**config.mk**
```make
export PLATFORM = sky130hd
export DESIGN_NAME = offset_trim_regs
export DESIGN_NICKNAME = d
export VERILOG_FILES = /design/src/hdl/offset_trim_pkg.sv /design/src/hdl/trim_fuse_loader.sv /design/src/hdl/offset_trim_regs.sv
export SDC_FILE = /design/constraint.sdc
export NUM_CORES = 1
export LEC_CHECK = 0
export ABC_AREA = 1
export BUFFER_PORTS_ARGS = -buffer_cell sky130_fd_sc_hd__buf_2
export CAP_MARGIN = 20
export CORE_MARGIN = 2
export CORE_UTILIZATION = 30
export CTS_CLUSTER_DIAMETER = 100
export DETAILED_ROUTE_END_ITERATION = 8
export GPL_TIMING_DRIVEN = 0
export PLACE_DENSITY_LB_ADDON = 0.08
export SKIP_CTS_REPAIR_TIMING = 1
export SYNTH_ARGS = -nofsm -noshare
export SYNTH_HDL_FRONTEND = slang
export SYNTH_SLANG_ARGS = --single-unit
```
**constraint.sdc**
```tcl
create_clock -name clk_in -period 3.2 [get_ports clk_in]
set_input_delay 0.64 -clock clk_in [delete_from_list [all_inputs] [get_ports clk_in]]
set_output_delay 0.64 -clock clk_in [all_outputs]
set_load 0.01 [all_outputs]
```
**src/hdl/offset_trim_pkg.sv**
```systemverilog
package offset_trim_pkg;

   // ==========================================================
   // Register geometry
   // ==========================================================
   localparam int          NUM_TRIMS  = 7;   // Trim registers in the bank
   localparam int          REG_W      = 16;  // Stored register width
   localparam int          TRIM_W     = 12;  // Unsigned trim field width
   localparam int          IDX_W      = 3;   // Bank index width
   localparam int          APB_DW     = 32;  // APB data width
   localparam int          APB_AW     = 12;  // Least APB address width
   localparam int          INDEX_W    = 10;  // Width of a register index

   // Field layout of every trim register
   localparam int          TRIM_LSB   = 0;
   localparam int          TRIM_MSB   = 11;
   localparam int          RSV_LSB    = 12;
   localparam int          RSV_MSB    = 15;
   localparam logic [3:0]  RSV_VALUE  = 4'h0;

   // Reset value before the fuse content arrives
   localparam logic [15:0] TRIM_RESET = 16'h0000;

   // ==========================================================
   // Register indices (byte address is four times the index)
   // ==========================================================
   localparam logic [9:0]  CORE1_OFFSET_TRIM_IDX         = 10'h332;
   localparam logic [9:0]  CORE2_INPUT_A_OFFSET_TRIM_IDX = 10'h334;
   localparam logic [9:0]  CORE2_INPUT_B_OFFSET_TRIM_IDX = 10'h336;
   localparam logic [9:0]  CORE3_INPUT_C_OFFSET_TRIM_IDX = 10'h338;
   localparam logic [9:0]  CORE3_INPUT_D_OFFSET_TRIM_IDX = 10'h33a;
   localparam logic [9:0]  CORE4_OFFSET_TRIM_IDX         = 10'h33c;
   localparam logic [9:0]  CORE5_OFFSET_TRIM_IDX         = 10'h33e;

   // Position of each register in the bank, same order as above
   localparam logic [2:0]  SLOT_CORE1  = 3'h0;
   localparam logic [2:0]  SLOT_CORE2A = 3'h1;
   localparam logic [2:0]  SLOT_CORE2B = 3'h2;
   localparam logic [2:0]  SLOT_CORE3C = 3'h3;
   localparam logic [2:0]  SLOT_CORE3D = 3'h4;
   localparam logic [2:0]  SLOT_CORE4  = 3'h5;
   localparam logic [2:0]  SLOT_CORE5  = 3'h6;
   localparam logic [2:0]  SLOT_NONE   = 3'h7;  // Decode miss

   localparam logic [9:0]  TRIM_INDEX [NUM_TRIMS] = '{
      CORE1_OFFSET_TRIM_IDX, CORE2_INPUT_A_OFFSET_TRIM_IDX,
      CORE2_INPUT_B_OFFSET_TRIM_IDX, CORE3_INPUT_C_OFFSET_TRIM_IDX,
      CORE3_INPUT_D_OFFSET_TRIM_IDX, CORE4_OFFSET_TRIM_IDX,
      CORE5_OFFSET_TRIM_IDX};

   // ==========================================================
   // Fuse loader states
   // ==========================================================
   typedef enum logic [1:0] {
      FUSE_WAIT,
      FUSE_CAPTURE,
      FUSE_DONE
   } fuse_state_t;

endpackage

```
**src/hdl/trim_fuse_loader.sv**
```systemverilog
`timescale 1ns/1ps

// Walks the fuse store once after reset and hands each trim word to the bank
module trim_fuse_loader #(
   parameter int NUM_WORDS = offset_trim_pkg::NUM_TRIMS,  // Words to fetch
   parameter int WORD_W    = offset_trim_pkg::TRIM_W      // Fused trim width
) (
   input  wire logic              clk_in,       // 100 MHz clock
   input  wire logic              arst_n_in,    // Async reset, low
   output logic                   fuse_rd_out,  // Fuse read strobe
   output logic [2:0]             fuse_idx_out, // Fuse word index
   input  wire logic [WORD_W-1:0] fuse_data_in, // Word, cycle after strobe
   output logic                   load_we_out,  // Write one trim word
   output logic [2:0]             load_idx_out, // Bank slot to write
   output logic [WORD_W-1:0]      load_data_out,// Fused trim value
   output logic                   done_out      // All words loaded
);

   localparam logic [2:0] LAST_IDX = 3'(NUM_WORDS - 1);

   // Index ports are three bits wide, so eight words at the most
   if (NUM_WORDS < 1 || NUM_WORDS > 8) begin : g_words_chk
      $error("fuse loader serves one to eight words");
   end

   offset_trim_pkg::fuse_state_t state_reg;
   logic [2:0]                   idx_reg;
   logic                         rd_reg;
   logic                         we_reg;
   logic [2:0]                   widx_reg;
   logic [WORD_W-1:0]            wdata_reg;
   logic                         done_reg;

   // ==========================================================
   // Fetch sequence: strobe, capture, repeat until last word
   // ==========================================================
   // Strobe is high out of reset so the first fetch costs no idle cycle
   always_ff @(posedge clk_in or negedge arst_n_in) begin
      if (!arst_n_in) begin
         state_reg <= offset_trim_pkg::FUSE_WAIT;
         idx_reg   <= 3'h0;
         rd_reg    <= 1'b1;
         we_reg    <= 1'b0;
         widx_reg  <= 3'h0;
         wdata_reg <= '0;
         done_reg  <= 1'b0;
      end else begin
         we_reg <= 1'b0;
         case (state_reg)
            offset_trim_pkg::FUSE_WAIT: begin
               rd_reg    <= 1'b0;
               state_reg <= offset_trim_pkg::FUSE_CAPTURE;
            end
            offset_trim_pkg::FUSE_CAPTURE: begin
               we_reg    <= 1'b1;
               widx_reg  <= idx_reg;
               wdata_reg <= fuse_data_in;
               if (idx_reg == LAST_IDX) begin
                  state_reg <= offset_trim_pkg::FUSE_DONE;
               end else begin
                  idx_reg   <= idx_reg + 3'h1;
                  rd_reg    <= 1'b1;
                  state_reg <= offset_trim_pkg::FUSE_WAIT;
               end
            end
            offset_trim_pkg::FUSE_DONE: begin
               done_reg <= 1'b1;
            end
            default: begin
               state_reg <= offset_trim_pkg::FUSE_DONE;
            end
         endcase
      end
   end

   assign fuse_rd_out   = rd_reg;
   assign fuse_idx_out  = idx_reg;
   assign load_we_out   = we_reg;
   assign load_idx_out  = widx_reg;
   assign load_data_out = wdata_reg;
   assign done_out      = done_reg;

endmodule

```
**src/hdl/offset_trim_regs.sv**
```systemverilog
`timescale 1ns/1ps

module offset_trim_regs #(
   parameter int APB_ADDR_W = offset_trim_pkg::APB_AW  // APB address width
) (
   input  wire logic                              clk_in,          // 100 MHz clock
   input  wire logic                              arst_n_in,       // Async reset, low
   // APB slave
   input  wire logic                              psel_in,         // Slave select
   input  wire logic                              penable_in,      // Access phase
   input  wire logic                              pwrite_in,       // Write when high
   input  wire logic [APB_ADDR_W-1:0]             paddr_in,        // Byte address
   input  wire logic [offset_trim_pkg::APB_DW-1:0] pwdata_in,      // Write data
   input  wire logic [3:0]                        pstrb_in,        // Byte enables
   output logic [offset_trim_pkg::APB_DW-1:0]     prdata_out,      // Read data
   output logic                                   pready_out,      // Transfer done
   output logic                                   pslverr_out,     // Transfer error
   // Fuse store
   output logic                                   fuse_rd_out,     // Fuse read strobe
   output logic [2:0]                             fuse_idx_out,    // Fuse word index
   input  wire logic [offset_trim_pkg::TRIM_W-1:0] fuse_data_in,   // Fused trim word
   output logic                                   trim_loaded_out, // Fuse load done
   // Calibration and input routing
   input  wire logic                              cal_offset_busy_in, // Offset cal running
   input  wire logic                              core2_sel_b_in,  // Core 2 on pair B
   input  wire logic                              core3_sel_d_in,  // Core 3 on pair D
   // Offset corrections to the converter cores
   output logic [offset_trim_pkg::TRIM_W-1:0]     core1_offset_out, // Core 1 correction
   output logic [offset_trim_pkg::TRIM_W-1:0]     core2_offset_out, // Core 2 correction
   output logic [offset_trim_pkg::TRIM_W-1:0]     core3_offset_out, // Core 3 correction
   output logic [offset_trim_pkg::TRIM_W-1:0]     core4_offset_out, // Core 4 correction
   output logic [offset_trim_pkg::TRIM_W-1:0]     core5_offset_out  // Core 5 correction
);

   localparam int TW = offset_trim_pkg::TRIM_W;
   localparam int RW = offset_trim_pkg::REG_W;

   // ==========================================================
   // Elaboration checks
   // ==========================================================
   // Largest byte address, four times the last index, needs 12 bits
   if (APB_ADDR_W < offset_trim_pkg::APB_AW) begin : g_addr_chk
      $error("APB address too narrow for the trim bank");
   end

   // ==========================================================
   // Address decode
   // ==========================================================
   // Returns the bank slot for a byte address, or the miss code
   function automatic logic [2:0] slot_of(input logic [APB_ADDR_W-1:0] addr);
      logic [2:0] slot;
      slot = offset_trim_pkg::SLOT_NONE;
      for (int i = 0; i < offset_trim_pkg::NUM_TRIMS; i++) begin
         if ((addr[1:0] == 2'h0) &&
             (addr[APB_ADDR_W-1:2] == (APB_ADDR_W-2)'(offset_trim_pkg::TRIM_INDEX[i]))) begin
            slot = 3'(i);
         end
      end
      return slot;
   endfunction

   logic [RW-1:0]                         trim_reg [offset_trim_pkg::NUM_TRIMS];
   logic [offset_trim_pkg::APB_DW-1:0]    prdata_reg;
   logic                                  pready_reg;
   logic                                  pslverr_reg;
   logic [TW-1:0]                         core1_reg;
   logic [TW-1:0]                         core2_reg;
   logic [TW-1:0]                         core3_reg;
   logic [TW-1:0]                         core4_reg;
   logic [TW-1:0]                         core5_reg;

   logic                                  load_we;
   logic [2:0]                            load_idx;
   logic [TW-1:0]                         load_data;
   logic                                  load_done;

   wire logic [2:0]    hit_slot = slot_of(paddr_in);
   wire logic          hit      = (hit_slot != offset_trim_pkg::SLOT_NONE);
   wire logic          access   = psel_in & penable_in;
   // Answer only once the fuse content is in place
   wire logic          answer   = access & ~pready_reg & load_done;
   // Refuse unmapped addresses and any access during offset calibration
   wire logic          refuse   = ~hit | cal_offset_busy_in;
   // Write lands on the edge where the master sees pready high
   wire logic          wr_take  = access & pready_reg & pwrite_in & ~pslverr_reg;
   // Miss code lies past the bank, so a miss reads slot zero instead
   wire logic [2:0]    rd_slot  = hit ? hit_slot : offset_trim_pkg::SLOT_CORE1;
   wire logic [RW-1:0] cur_word = trim_reg[rd_slot];
   wire logic [RW-1:0] wr_word  = {pstrb_in[1] ? pwdata_in[15:8] : cur_word[15:8],
                                   pstrb_in[0] ? pwdata_in[7:0]  : cur_word[7:0]};
   wire logic [offset_trim_pkg::APB_DW-1:0] rd_word =
      refuse ? '0 : {{(offset_trim_pkg::APB_DW-RW){1'b0}}, cur_word};

   // ==========================================================
   // Fuse load after reset
   // ==========================================================
   trim_fuse_loader #(
      .NUM_WORDS (offset_trim_pkg::NUM_TRIMS),
      .WORD_W    (TW)
   ) u_fuse (
      .clk_in        (clk_in),
      .arst_n_in     (arst_n_in),
      .fuse_rd_out   (fuse_rd_out),
      .fuse_idx_out  (fuse_idx_out),
      .fuse_data_in  (fuse_data_in),
      .load_we_out   (load_we),
      .load_idx_out  (load_idx),
      .load_data_out (load_data),
      .done_out      (load_done)
   );

   // ==========================================================
   // Trim bank
   // ==========================================================
   // Fuse words land with reserved bits at their default; stored bits
   // 15:12 are kept as written so software reads back its own value
   always_ff @(posedge clk_in or negedge arst_n_in) begin
      if (!arst_n_in) begin
         for (int i = 0; i < offset_trim_pkg::NUM_TRIMS; i++) begin
            trim_reg[i] <= offset_trim_pkg::TRIM_RESET;
         end
      end else begin
         for (int i = 0; i < offset_trim_pkg::NUM_TRIMS; i++) begin
            if (load_we && (load_idx == 3'(i))) begin
               trim_reg[i] <= {offset_trim_pkg::RSV_VALUE, load_data};
            end else if (wr_take && (hit_slot == 3'(i))) begin
               trim_reg[i] <= wr_word;
            end
         end
      end
   end

   // ==========================================================
   // APB answer: one wait cycle, then pready for one cycle
   // ==========================================================
   always_ff @(posedge clk_in or negedge arst_n_in) begin
      if (!arst_n_in) begin
         pready_reg  <= 1'b0;
         pslverr_reg <= 1'b0;
         prdata_reg  <= '0;
      end else begin
         pready_reg  <= answer;
         pslverr_reg <= answer & refuse;
         prdata_reg  <= (answer & ~pwrite_in) ? rd_word : '0;
      end
   end

   // ==========================================================
   // Offset corrections, field taken as unsigned
   // ==========================================================
   // Input-pair selection picks which trim a shared core sees
   wire logic [TW-1:0] core2_pick = core2_sel_b_in ?
      trim_reg[offset_trim_pkg::SLOT_CORE2B][offset_trim_pkg::TRIM_MSB:0] :
      trim_reg[offset_trim_pkg::SLOT_CORE2A][offset_trim_pkg::TRIM_MSB:0];
   wire logic [TW-1:0] core3_pick = core3_sel_d_in ?
      trim_reg[offset_trim_pkg::SLOT_CORE3D][offset_trim_pkg::TRIM_MSB:0] :
      trim_reg[offset_trim_pkg::SLOT_CORE3C][offset_trim_pkg::TRIM_MSB:0];

   // Registered so the cores see a glitch-free word; costs one cycle
   always_ff @(posedge clk_in or negedge arst_n_in) begin
      if (!arst_n_in) begin
         core1_reg <= '0;
         core2_reg <= '0;
         core3_reg <= '0;
         core4_reg <= '0;
         core5_reg <= '0;
      end else begin
         core1_reg <= trim_reg[offset_trim_pkg::SLOT_CORE1][offset_trim_pkg::TRIM_MSB:0];
         core2_reg <= core2_pick;
         core3_reg <= core3_pick;
         core4_reg <= trim_reg[offset_trim_pkg::SLOT_CORE4][offset_trim_pkg::TRIM_MSB:0];
         core5_reg <= trim_reg[offset_trim_pkg::SLOT_CORE5][offset_trim_pkg::TRIM_MSB:0];
      end
   end

   // Plain zero-extended fields, no sign handling anywhere
   assign core1_offset_out = core1_reg;
   assign core2_offset_out = core2_reg;
   assign core3_offset_out = core3_reg;
   assign core4_offset_out = core4_reg;
   assign core5_offset_out = core5_reg;
   assign prdata_out       = prdata_reg;
   assign pready_out       = pready_reg;
   assign pslverr_out      = pslverr_reg;
   assign trim_loaded_out  = load_done;
endmodule

```
==> metrics.md, run 1 <==
| Metric | Value |
|---|---|
| Outcome | finished, final reports clean |
| Number of placed cells counting well taps | a little under 2k |
| Effective utilization at floorplan | between 30% and 40% |
| Clock slew seen by the registers of the worst setup and hold paths | ~0.060 ns |
| CP Buf/Inv Count | 4 |
| Mapped cell area | around 10000 um^2 |
| Capturing element type of the critical path | flip-flop |
| Highest Clock Rate | between 0.3 and 0.4 GHz |
| Setup_tns | 0 ns |
| Antenna Diode Count | 0 |
| Number of detailed-routing iterations run before antenna repair | 6 |
| Ratio of cells with drive above 1 in the final layout | ~17% |
| Final instance count without filler cells | between 2k and 2.5k |
| Remaining global-route overflow | 0 |
| Sw power | 1600 uW |
| Max reg flops | roughly 110 |
| Longest Clk Path Bufs | 3 |
| Depth of the CTS H-tree | 1 |
| # setup viols final | 0 |
| Relative slew slack | 34.1% |
| Critical Path Max Stage Delay | between 0.4 and 0.5 ns |
| Final weighted congestion in routability-driven placement | just under 0.9 |
| Pre-CTS setup slack | -0.171 ns |
| Critical path data required time | 3.62 ns |
| Share of synthesized area occupied by flip-flops and latches | around half |
| Final count of pins violating max slew | 0 |
| Total Nets Final | roughly 1.6k |
| Critical setup path kind | in -> reg |
| Wire length per cell | 18.3 um |
| Pin count of the biggest net entering global routing | between 100 and 150 |
| First-pass GRT wire length | between 50000 and 60000 um |
| Cell area after layout | approximately 13000 um^2 |
| Maximum clock skew at final layout | about 0.013 ns |
| CTS root buffer | clkbuf_16 |
| Post-detailed-routing wire length | approximately 37000 um |
| Time the final worst path needs with I/O delays and setup | 2.87 ns |
| Core Footprint | about 34000 um^2 |
| Slew at the pin with the worst max-slew slack | about 1 ns |
| Placement Cell Area | about 12000 um^2 |
| Post-DP HPWL | 26800 um |
| Height of the chip | 191 um |
| Path category of the worst min-delay check | in -> reg |
| Number of vias in the routed layout | 9273 |
| Worst path most repeated cell | nand2_1 |
| Share of total power in sequential cells | between 40% and 50% |
| Type of element launching the critical path | input port |
| Clock latency reported for the late side of the worst-skew pair | ~0.53 ns |
| Total power per unit cell area | 517 nW/um^2 |
| Number of unique standard cell types used by synthesis | 39 |
| Yosys warns | 0 |
| Period utilization | roughly nine tenths |
| Floorplan die width | 191 um |
| Vias in the first global route | 8958 |
| Clock tree from TritonCTS | built |
| Antenna violations before repair | 0 |
| Number of cell rows | 68 |
| GRT Overall Usage | 20.3% |
| Post-synthesis average cell area | 7.75 um^2 |
| Max cap viols | 0 |
| Internal power contribution | between 5000 and 6000 uW |
| I/O pins | 167 |
| Average vias per placed instance | between 4 and 5 |
| Power share of the clock group | between 40% and 50% |
| Number of cells produced by synthesis | between 1k and 1.5k |
| Maximum vdd drop | around 0.3 mV |
| Worst-path cell with the longest stage delay | clkbuf_1 |
| Switching Share | 24.2% |
| Final hold violation count | 0 |
| Worst-path cell chain | buf_2, nor2_4, nand3_1, inv_1, nand2_1, nand2_1, inv_1, nand2_1, clkbuf_1, nand3_1, nand3_1, nand2_2, nand2_1, nand2_1 |
| Floorplan die area | about 36000 um^2 |
| Reported leakage power | around 0.0068 uW |
| Number of buffers created by CTS | 26 |
| Quantity of I/O buffers inserted on ports | approximately 130 |
| Arrival time of data at the critical path endpoint | 3.29 ns |
| Remaining DRCs | 0 |
| Flip-flop and latch count after synthesis | 213 |
| Logic gate share of total power | under 10% |
| Count of routing violations after the opening detailed-route iteration | 687 |
| Post-synthesis to final-layout area growth | 22.0% |
| Clk sink count | between 200 and 250 |
| Crit-path leading delay family | simple AND/OR/NAND/NOR gates |
| Final worst-path setup slack | roughly 0.33 ns |
| Routed Antenna Nets | 0 |
| Critical-path maximum fanout | 10 |
| RSZ-0062 raised after global routing | false |
==> final timing paths <==
path                                 startpoint                      end  slack [ns]  depth (start not counted)
worst max-delay path                paddr_in[1]              trim_reg[8]        0.33                         14
worst min-delay path            fuse_data_in[0]  u_fuse.load_data_out[0]        0.32                          3
worst max register to register       pready_out              trim_reg[6]        0.34                         10
worst min register to register     trim_reg[23]      core4_offset_out[7]        0.38                          0
max in group asynchronous             arst_n_in      core2_offset_out[7]        1.41                          4
min in group asynchronous             arst_n_in      core3_offset_out[1]        0.58                          2
==> layout make-up <==
type,instances,area (um^2)
Multi-Input combinational cell,869,4010
Buffer,67,377
Timing Repair Buffer,134,731
Inverter,219,822
Clock inverter,13,199
Sequential cell,213,5330
Fill cell,3699,21700
Clock buffer,34,752
Tap cell,455,569
==> stage by stage <==
stage / power, uW / util [%] / hold WS, ns
final: 6620 / 37.1 / 0.317
after global routing: 6890 / 37.1 / 0.329
after CTS: 6720 / 37.1 / -0.0198
after detailed placement: 3420 / 34.3 / 0.363
after global placement: 3410 / 34.2 / 0.362
after floorplan: 3160 / - / 0.344
==> Yosys cell counts, drive strengths merged <==
cell type / count / area share, %
nand2: 499 / 18
inv: 218 / 7.8
dfrtp: 212 / 51
nand3: 116 / 5.7
o21ai: 80 / 3.9
o22ai: 60 / 3.6
nor2: 59 / 2.4
buf: 39 / 2.6
clkbuf: 28 / 1.0
nor4: 9 / 1.5
nand4: 6 / 0.36
nor3: 6 / 0.29
or2: 5 / 0.30
a21oi: 3 / 0.25
ha: 2 / 0.24
o21bai: 2 / 0.14
a21o: 1 / 0.072
clkinv: 1 / 0.036
conb: 1 / 0.036
dfstp: 1 / 0.25
nand2b: 1 / 0.060
o2111ai: 1 / 0.14
o211ai: 1 / 0.20
xnor2: 1 / 0.084
xor2: 1 / 0.084
==> worst min-delay path: cells and delay by family <==
| kind | cells | cell delay [ns] |
|---|---|---|
| AO/OA/AOI/OAI | 1 | 0.06 |
| buffers and inverters | 1 | 0.08 |
| AND/OR/NAND/NOR | 1 | 0.04 |
==> kinds of logic (layout without fill, tap and decap cells) <==
| group | Yosys count | in the layout | synth area share (%) |
|---|---|---|---|
| compound gates | 148 | 148 | 8.32 |
| xor+xnor | 2 | 2 | 0.167 |
| fa+ha+maj | 2 | 2 | 0.239 |
| buf+inv | 286 | 467 | 11.4 |
| flops | 213 | 213 | 50.8 |
| other cells | 1 | 16 | 0.0358 |
| simple gates | 701 | 701 | 29.0 |
==> placed cells by master (no fill, tap or decap), types with 3 or more instances in the layout <==
| master | count |
|---|---|
| nand4_1 | 6 |
| bufinv_16 | 5 |
| dfrtp_1 | 212 |
| clkinv_2 | 5 |
| clkbuf_1 | 30 |
| or2_2 | 5 |
| buf_2 | 143 |
| clkbuf_16 | 27 |
| nor3_1 | 6 |
| clkbuf_8 | 5 |
| o21ai_0 | 79 |
| nand3_2 | 3 |
| inv_1 | 213 |
| conb_1 | 16 |
| nor4_4 | 6 |
| o22ai_1 | 60 |
| buf_4 | 21 |
| buf_6 | 4 |
| inv_2 | 5 |
| nor2_1 | 55 |
| nand2_2 | 16 |
| nand3_1 | 113 |
| nand2_1 | 481 |
==> power by group through the flow <==
stage | logic [uW] | clock network, uW | registers (uW)
5_1_grt | 585 | 3450 | 2860
3_3_place_gp | 511 | 0 | 2900
6_report | 519 | 3250 | 2850
2_1_floorplan | 244 | 0 | 2910
4_1_cts | 524 | 3350 | 2850
3_5_place_dp | 521 | 0 | 2900
==> routing by layer <==
layer  global-route usage [%]  part of all wire, %
met5                        0                    0
met1                     28.5                   47
met2                     33.2                   46
met3                     2.74                  5.2
met4                     4.80                  1.8
Power figures use the tool's default switching activity.
==> run 2, diff against run 1 <==
--- a/config.mk
+++ b/config.mk
@@ -10,2 +10,4 @@
 export CAP_MARGIN = 20
+export CELL_PAD_IN_SITES_DETAIL_PLACEMENT = 1
+export CELL_PAD_IN_SITES_GLOBAL_PLACEMENT = 2
 export CORE_MARGIN = 2
==> constraint.sdc (replaced) <==
create_clock -name clk_in -period 3.2 [get_ports clk_in]
set_input_delay 0.48 -clock clk_in [delete_from_list [all_inputs] [get_ports clk_in]]
set_output_delay 0.48 -clock clk_in [all_outputs]
set_load 0.01 [all_outputs]
==> run 2 against run 1 <==
Compared with the run above: via count up 1.0%; sequential cell count unchanged; register-to-register slack worse by 0.06 ns; largest cell class unchanged; non-clock buffer count down 2; sequential share of layout area down 0.085 points; die area unchanged; power up 3.1%; cell area up 0.21%; setup slack worse by 0.044 ns; the run now ends with negative hold slack left; global-route usage up 1.8 points.
==> metrics.md, run 2 (synthesized netlist as in run 1, its figures left out) <==
| Metric | Value |
|---|---|
| GRT Overall Usage | 22.1% (was 20.3%) |
| Maximum vdd drop | 0.384 mV (was 0.308 mV) |
| Clk sink count | 213 (unchanged) |
| Internal power contribution | 5130 uW (was 5020 uW) |
| Number of vias in the routed layout | 9369 (was 9273) |
| Wire length per cell | 19.6 um (was 18.3 um) |
| Commonest non-fill, non-tap cell in the layout | nand2_1 (unchanged) |
| Time the final worst path needs with I/O delays and setup | 2.92 ns (was 2.87 ns) |
| Height of the chip | 191 um (unchanged) |
| Max cap viols | 0 (unchanged) |
| Antenna Diode Count | 0 (unchanged) |
| Type of element launching the critical path | flip-flop (was input port) |
| Routed Antenna Nets | 0 (unchanged) |
| Clock slew seen by the registers of the worst setup and hold paths | 0.06 ns (about the same) |
| Share of total power in sequential cells | 41.8% (was 43.0%) |
| Capturing element type of the critical path | flip-flop (unchanged) |
| Quantity of I/O buffers inserted on ports | 131 (unchanged) |
| Remaining DRCs | 0 (unchanged) |
| Floorplan die width | 191 um (unchanged) |
| Utilization after layout | 37.2% (was 37.1%) |
| Critical path data required time | 3.65 ns (was 3.62 ns) |
| Hold_ws | -0.0234 ns (was 0.317 ns) |
| Number of filler instances in the final layout | 4267 (was 3699) |
| Outcome | complete, but fails checks (was finished, final reports clean) |
| Register-to-register setup slack | 0.28 ns (was 0.34 ns) |
| Total power per unit cell area | 532 nW/um^2 (was 517 nW/um^2) |
| Critical-path maximum fanout | 10 (unchanged) |
| Logic gate share of total power | 7.7% (was 7.8%) |
| Longest Clk Path Bufs | 3 (unchanged) |
| Vias in the first global route | 9808 (was 8958) |
| CTS root buffer | clkbuf_16 (unchanged) |
| Switching Share | 24.9% (was 24.2%) |
| I/O pins | 167 (unchanged) |
| Arrival time of data at the critical path endpoint | 3.37 ns (was 3.29 ns) |
| Average vias per placed instance | 4.68 (was 4.63) |
| Ratio of cells with drive above 1 in the final layout | 17.1% (was 17.0%) |
| # setup viols final | 0 (unchanged) |
| Slew at the pin with the worst max-slew slack | 1.08 ns (was 0.981 ns) |
| Area taken by multi-input logic gates | 4010 um^2 (unchanged) |
| Max reg flops | 112 (unchanged) |
| Worst path most repeated cell | inv_1 (was nand2_1) |
| Worst setup path start | pready_out (was paddr_in[1]) |
| Post-detailed-routing wire length | 39200 um (was 36700 um) |
| Final count of pins violating max slew | 0 (unchanged) |
| Post-synthesis to final-layout area growth | 22.3% (was 22.0%) |
| Final weighted congestion in routability-driven placement | 0.832 (was 0.869) |
| Sw power | 1700 uW (was 1600 uW) |
| Pin count of the biggest net entering global routing | 111 (was 107) |
| Relative slew slack | 27.3% (was 34.1%) |
| Number of placed cells counting well taps | 1955 (was 1956) |
| RSZ-0062 raised after global routing | false (unchanged) |
| Failing checks | negative hold slack |
| Total Nets Final | 1599 (was 1600) |
| Startpoint of the worst-slack reg-to-reg timing path | pready_out (unchanged) |
| Final hold violation count | 4 (was 0) |
| Number of buffers created by CTS | 27 (was 26) |
| Commonest non-fill, non-tap cells in the layout | nand2_1 (481), inv_1 (213), dfrtp_1 (212) (unchanged) |
| Worst-path cell with the longest stage delay | nor4_2 (was clkbuf_1) |
| First-pass GRT wire length | 60600 um (was 55400 um) |
| Clock tree from TritonCTS | built (unchanged) |
| Critical Path Max Stage Delay | 0.61 ns (was 0.49 ns) |
| Worst-path cell chain | inv_1, nor4_2, inv_1, o21ai_0, inv_1, clkbuf_1, nand2_1, o21ai_0, inv_1, nand2_1 (was buf_2, nor2_4, nand3_1, inv_1, nand2_1, nand2_1, inv_1, nand2_1, clkbuf_1, nand3_1, nand3_1, nand2_2, nand2_1, nand2_1) |
| Core Footprint | 34500 um^2 (unchanged) |
| Remaining global-route overflow | 0 (unchanged) |
| Period utilization | 91.1% (was 89.8%) |
| Antenna violations before repair | 0 (unchanged) |
| Power after layout | 6830 uW (was 6620 uW) |
| Depth of the CTS H-tree | 1 (unchanged) |
| Pre-CTS setup slack | -0.0194 ns (was -0.171 ns) |
| Effective utilization at floorplan | 30.4% (unchanged) |
| Register-to-Register Path Depth | 10 (unchanged) |
| Post-DP HPWL | 29300 um (was 26800 um) |
| Floorplan die area | 36500 um^2 (unchanged) |
| Number of detailed-routing iterations run before antenna repair | 5 (was 6) |
| Maximum clock skew at final layout | 0.0219 ns (was 0.0134 ns) |
| Clock latency reported for the late side of the worst-skew pair | 0.56 ns (was 0.53 ns) |
| Count of routing violations after the opening detailed-route iteration | 424 (was 687) |
| Power share of the clock group | 50.5% (was 49.2%) |
| Endpoint of the lowest-slack register-to-register path | trim_reg[107] (was trim_reg[6]) |
| Reported leakage power | 0.00680 uW (was 0.00679 uW) |
| Final worst-path setup slack | 0.284 ns (was 0.328 ns) |
| Number of cell rows | 68 (unchanged) |
| Highest Clock Rate | 0.343 GHz (was 0.348 GHz) |
| Critical setup path kind | reg -> reg (was in -> reg) |
| Reg area | 5330 um^2 (unchanged) |
| Final instance count without filler cells | 2004 (unchanged) |
| Path category of the worst min-delay check | in -> async (was in -> reg) |
==> run 2: changes by cell type in the layout (fill, tap and decap cells not counted), sizes merged <==
cell | previous run | this run
buf | 172 | 171
inv | 218 | 219
dlygate4sd3 | 1 | 0
clkbuf | 62 | 66
clkinv | 7 | 4
==> run 2: worst max-delay path by stage <==
stage                     slack (ns)                  end
after floorplan                 1.10         trim_reg[88]
after global placement         -2.44  core4_offset_out[7]
after detailed placement       -0.02        trim_reg[107]
after CTS                       0.35        trim_reg[107]
after global routing            0.09        trim_reg[107]
final                           0.28        trim_reg[107]
==> run 2: area by class of cell <==
cell class	count	share of cell area, %
Timing Repair Buffer	132	5.41
Sequential cell	213	41.6
Multi-Input combinational cell	869	31.3
Inverter	219	6.41
Tap cell	455	4.44
Clock buffer	38	6.30
Buffer	67	2.94
Clock inverter	11	1.62
==> run 2: worst max-delay path, delay by kind of cell (launching register included) <==
kind / cells / cell delay (ns)
buffers and inverters: 5 / 1.08
AND/OR/NAND/NOR: 3 / 0.80
AO/OA/AOI/OAI: 2 / 0.56
flip-flops: 1 / 0.38
==> run 2: power by group through the flow <==
| stage | Combinational (uW) | Sequential (uW) | Clock (uW) |
|---|---|---|---|
| after global placement | 521 | 2900 | 0 |
| after detailed placement | 531 | 2900 | 0 |
| after CTS | 535 | 2850 | 3530 |
| after global routing | 598 | 2860 | 3640 |
| final | 527 | 2850 | 3450 |
| after floorplan | 244 | 2910 | 0 |
==> run 2: metrics by stage <==
step           instance area, um^2  setup TNS [ns]
2_1_floorplan                10500               0
3_3_place_gp                 11800         -510.05
3_5_place_dp                 11800          -0.109
4_1_cts                      12800               0
5_1_grt                      12800               0
6_report                     12800               0
==> run 2: metal layers <==
| layer | vias up | GRT usage (%) | share of wire, % |
|---|---|---|---|
| met4 | 0 | 4.03 | 1.4 |
| met5 | - | 0 | 0 |
| li1 | 4533 | - | - |
| met1 | 4617 | 32.1 | 49 |
| met2 | 184 | 36.0 | 46 |
| met3 | 35 | 2.39 | 4.0 |
==> run 3, diff against run 2 <==
Settings changed: CELL_PAD_IN_SITES_GLOBAL_PLACEMENT 2 to 1.
Clock period 3.2 ns to 3.7 ns, I/O delays scaled along.
==> run 3 against run 2 <==
Compared with the run above: the run now ends clean; largest cell class unchanged; sequential power down 13%; sequential cell count unchanged; clock power down 25%; cell area down 1.1%; sequential share of layout area up 0.48 points; core utilization down 0.42 points; setup slack better by 0.48 ns; count of clock-buffer cells in the layout unchanged; critical endpoint is now trim_reg[103].
==> metrics.md, run 3 (synthesized netlist as in run 1, its figures left out) <==
| Metric | Value |
|---|---|
| Switching Share | 24.8% (was 24.9%) |
| # setup viols final | 0 (unchanged) |
| Path category of the worst min-delay check | in -> async (unchanged) |
| Time the final worst path needs with I/O delays and setup | 2.93 ns (was 2.92 ns) |
| Critical path data required time | 4.18 ns (was 3.65 ns) |
| Post-detailed-routing wire length | 38700 um (was 39200 um) |
| Slew at the pin with the worst max-slew slack | 0.973 ns (was 1.08 ns) |
| Number of cell rows | 68 (unchanged) |
| Worst setup endpoint | trim_reg[103] (was trim_reg[107]) |
| Worst path most repeated cell | inv_1 (unchanged) |
| Power share of the clock group | 47.2% (was 50.5%) |
| Core Footprint | 34500 um^2 (unchanged) |
| I/O pins | 167 (unchanged) |
| Depth of the CTS H-tree | 1 (unchanged) |
| Maximum clock skew at final layout | 0.0122 ns (was 0.0219 ns) |
| Internal power contribution | 4140 uW (was 5130 uW) |
| Quantity of I/O buffers inserted on ports | 131 (unchanged) |
| Number of detailed-routing iterations run before antenna repair | 5 (unchanged) |
| Antenna violations before repair | 0 (unchanged) |
| Reported leakage power | 0.00674 uW (was 0.00680 uW) |
| Final count of pins violating max slew | 0 (unchanged) |
| Hold_ws | 0.0674 ns (was -0.0234 ns) |
| Capturing element type of the critical path | flip-flop (unchanged) |
| Longest Clk Path Bufs | 3 (unchanged) |
| Count of routing violations after the opening detailed-route iteration | 498 (was 424) |
| Routed Antenna Nets | 0 (unchanged) |
| Commonest non-fill, non-tap cells in the layout | nand2_1 (481), inv_1 (213), dfrtp_1 (212) (unchanged) |
| Critical setup path kind | reg -> reg (unchanged) |
| Post-DP HPWL | 29100 um (was 29300 um) |
| Outcome | finished, final reports clean (was complete, but fails checks) |
| Endpoint of the lowest-slack register-to-register path | trim_reg[103] (was trim_reg[107]) |
| Ratio of cells with drive above 1 in the final layout | 16.6% (was 17.1%) |
| Utilization after layout | 36.8% (was 37.2%) |
| Pre-CTS setup slack | 0.280 ns (was -0.0194 ns) |
| Total Nets Final | 1599 (unchanged) |
| Clk sink count | 213 (unchanged) |
| Number of vias in the routed layout | 9288 (was 9369) |
| Worst-path cell with the longest stage delay | nor4_4 (was nor4_2) |
| Area taken by multi-input logic gates | 4010 um^2 (unchanged) |
| Final worst-path setup slack | 0.767 ns (was 0.284 ns) |
| Share of total power in sequential cells | 44.8% (was 41.8%) |
| Worst setup path start | pready_out (unchanged) |
| CTS root buffer | clkbuf_16 (unchanged) |
| Effective utilization at floorplan | 30.4% (unchanged) |
| Clock latency reported for the late side of the worst-skew pair | 0.55 ns (was 0.56 ns) |
| Number of filler instances in the final layout | 4275 (was 4267) |
| Highest Clock Rate | 0.341 GHz (was 0.343 GHz) |
| Crit-path leading delay family | simple AND/OR/NAND/NOR gates (was buffers and inverters) |
| Worst-path cell chain | inv_1, nor4_2, inv_1, nor2_1, inv_1, nor4_4, buf_2, nand2_1, nand2_1 (was inv_1, nor4_2, inv_1, o21ai_0, inv_1, clkbuf_1, nand2_1, o21ai_0, inv_1, nand2_1) |
| Maximum vdd drop | 0.297 mV (was 0.384 mV) |
| Floorplan die width | 191 um (unchanged) |
| Logic gate share of total power | 8.0% (was 7.7%) |
| Setup_tns | 0 ns (unchanged) |
| Register-to-register setup slack | 0.77 ns (was 0.28 ns) |
| Max cap viols | 0 (unchanged) |
| First-pass GRT wire length | 58700 um (was 60600 um) |
| Total power per unit cell area | 435 nW/um^2 (was 532 nW/um^2) |
| Max reg flops | 112 (unchanged) |
| Wire length per cell | 19.3 um (was 19.6 um) |
| Pin count of the biggest net entering global routing | 108 (was 111) |
| Floorplan die area | 36500 um^2 (unchanged) |
| Remaining global-route overflow | 0 (unchanged) |
| Final weighted congestion in routability-driven placement | 0.844 (was 0.832) |
| Remaining DRCs | 0 (unchanged) |
| Startpoint of the worst-slack reg-to-reg timing path | pready_out (unchanged) |
| Period utilization | 79.3% (was 91.1%) |
| Number of buffers created by CTS | 26 (was 27) |
| Arrival time of data at the critical path endpoint | 3.42 ns (was 3.37 ns) |
| Commonest non-fill, non-tap cell in the layout | nand2_1 (unchanged) |
| Average vias per placed instance | 4.64 (was 4.68) |
| Clock slew seen by the registers of the worst setup and hold paths | 0.06 ns (about the same) |
| Reg area | 5330 um^2 (unchanged) |
| Register-to-Register Path Depth | 9 (was 10) |
| CP Buf/Inv Count | 4 (was 5) |
| Type of element launching the critical path | flip-flop (unchanged) |
| Relative slew slack | 35.2% (was 27.3%) |
| Critical-path maximum fanout | 10 (unchanged) |
| Final hold violation count | 0 (was 4) |
| Sw power | 1370 uW (was 1700 uW) |
| Antenna Diode Count | 0 (unchanged) |
| RSZ-0062 raised after global routing | false (unchanged) |
| Vias in the first global route | 9762 (was 9808) |
| Clock tree from TritonCTS | built (unchanged) |
| GRT Overall Usage | 21.6% (was 22.1%) |
| Critical Path Max Stage Delay | 0.66 ns (was 0.61 ns) |
| Number of gates on the worst path with buffers counted | 9 (was 10) |
| Height of the chip | 191 um (unchanged) |
| Post-synthesis to final-layout area growth | 20.9% (was 22.3%) |
## run 3: cell count changes in the layout (fill, tap and decap cells not counted), sizes merged
cell      delta
bufinv       -2
clkinvlp     -2
buf          +1
inv          -1
clkinv       +2
## run 3: worst min path at each step
stage | startpoint | end | cells past startpoint
finish | arst_n_in | core2_offset_out[1] | 1
global route | arst_n_in | core2_offset_out[1] | 1
CTS | arst_n_in | core2_offset_out[1] | 1
detailed placement | trim_reg[27] | core4_offset_out[11] | 0
global placement | trim_reg[27] | core4_offset_out[11] | 0
floorplan | arst_n_in | core1_offset_out[0] | 0
## run 3: layer usage
| metal | global-route usage [%] | share of wire [%] | vias to the layer above |
|---|---|---|---|
| met5 | 0 | 0 | - |
| met4 | 4.05 | 1.5 | 0 |
| met3 | 2.44 | 3.7 | 38 |
| met2 | 36.4 | 48 | 166 |
| met1 | 30.0 | 47 | 4552 |
| li1 | - | - | 4532 |
## run 3: layout make-up
class                           instances  share of cell area, %
Sequential cell                       213                   42.1
Multi-Input combinational cell        869                   31.7
Inverter                              219                   6.49
Clock buffer                           38                   5.80
Timing Repair Buffer                  133                   5.53
Tap cell                              455                   4.49
Buffer                                 67                   2.97
Clock inverter                          8                  0.997
## run 3: power groups by stage
stage          logic (uW)  registers, uW  clock network (uW)
2_1_floorplan         211           2520                   0
3_3_place_gp          435           2510                   0
3_5_place_dp          444           2510                   0
4_1_cts               447           2470                2680
5_1_grt               500           2480                2770
6_report              440           2470                2600
## run 3: through the flow
| stage | power (uW) | instances | instance area [um^2] |
|---|---|---|---|
| after floorplan | 2730 | 1368 | 10500 |
| after global placement | 2940 | 1954 | 11800 |
| after detailed placement | 2960 | 1956 | 11800 |
| after CTS | 5590 | 2002 | 12700 |
| after global routing | 5750 | 2002 | 12700 |
| final | 5510 | 2002 | 12700 |
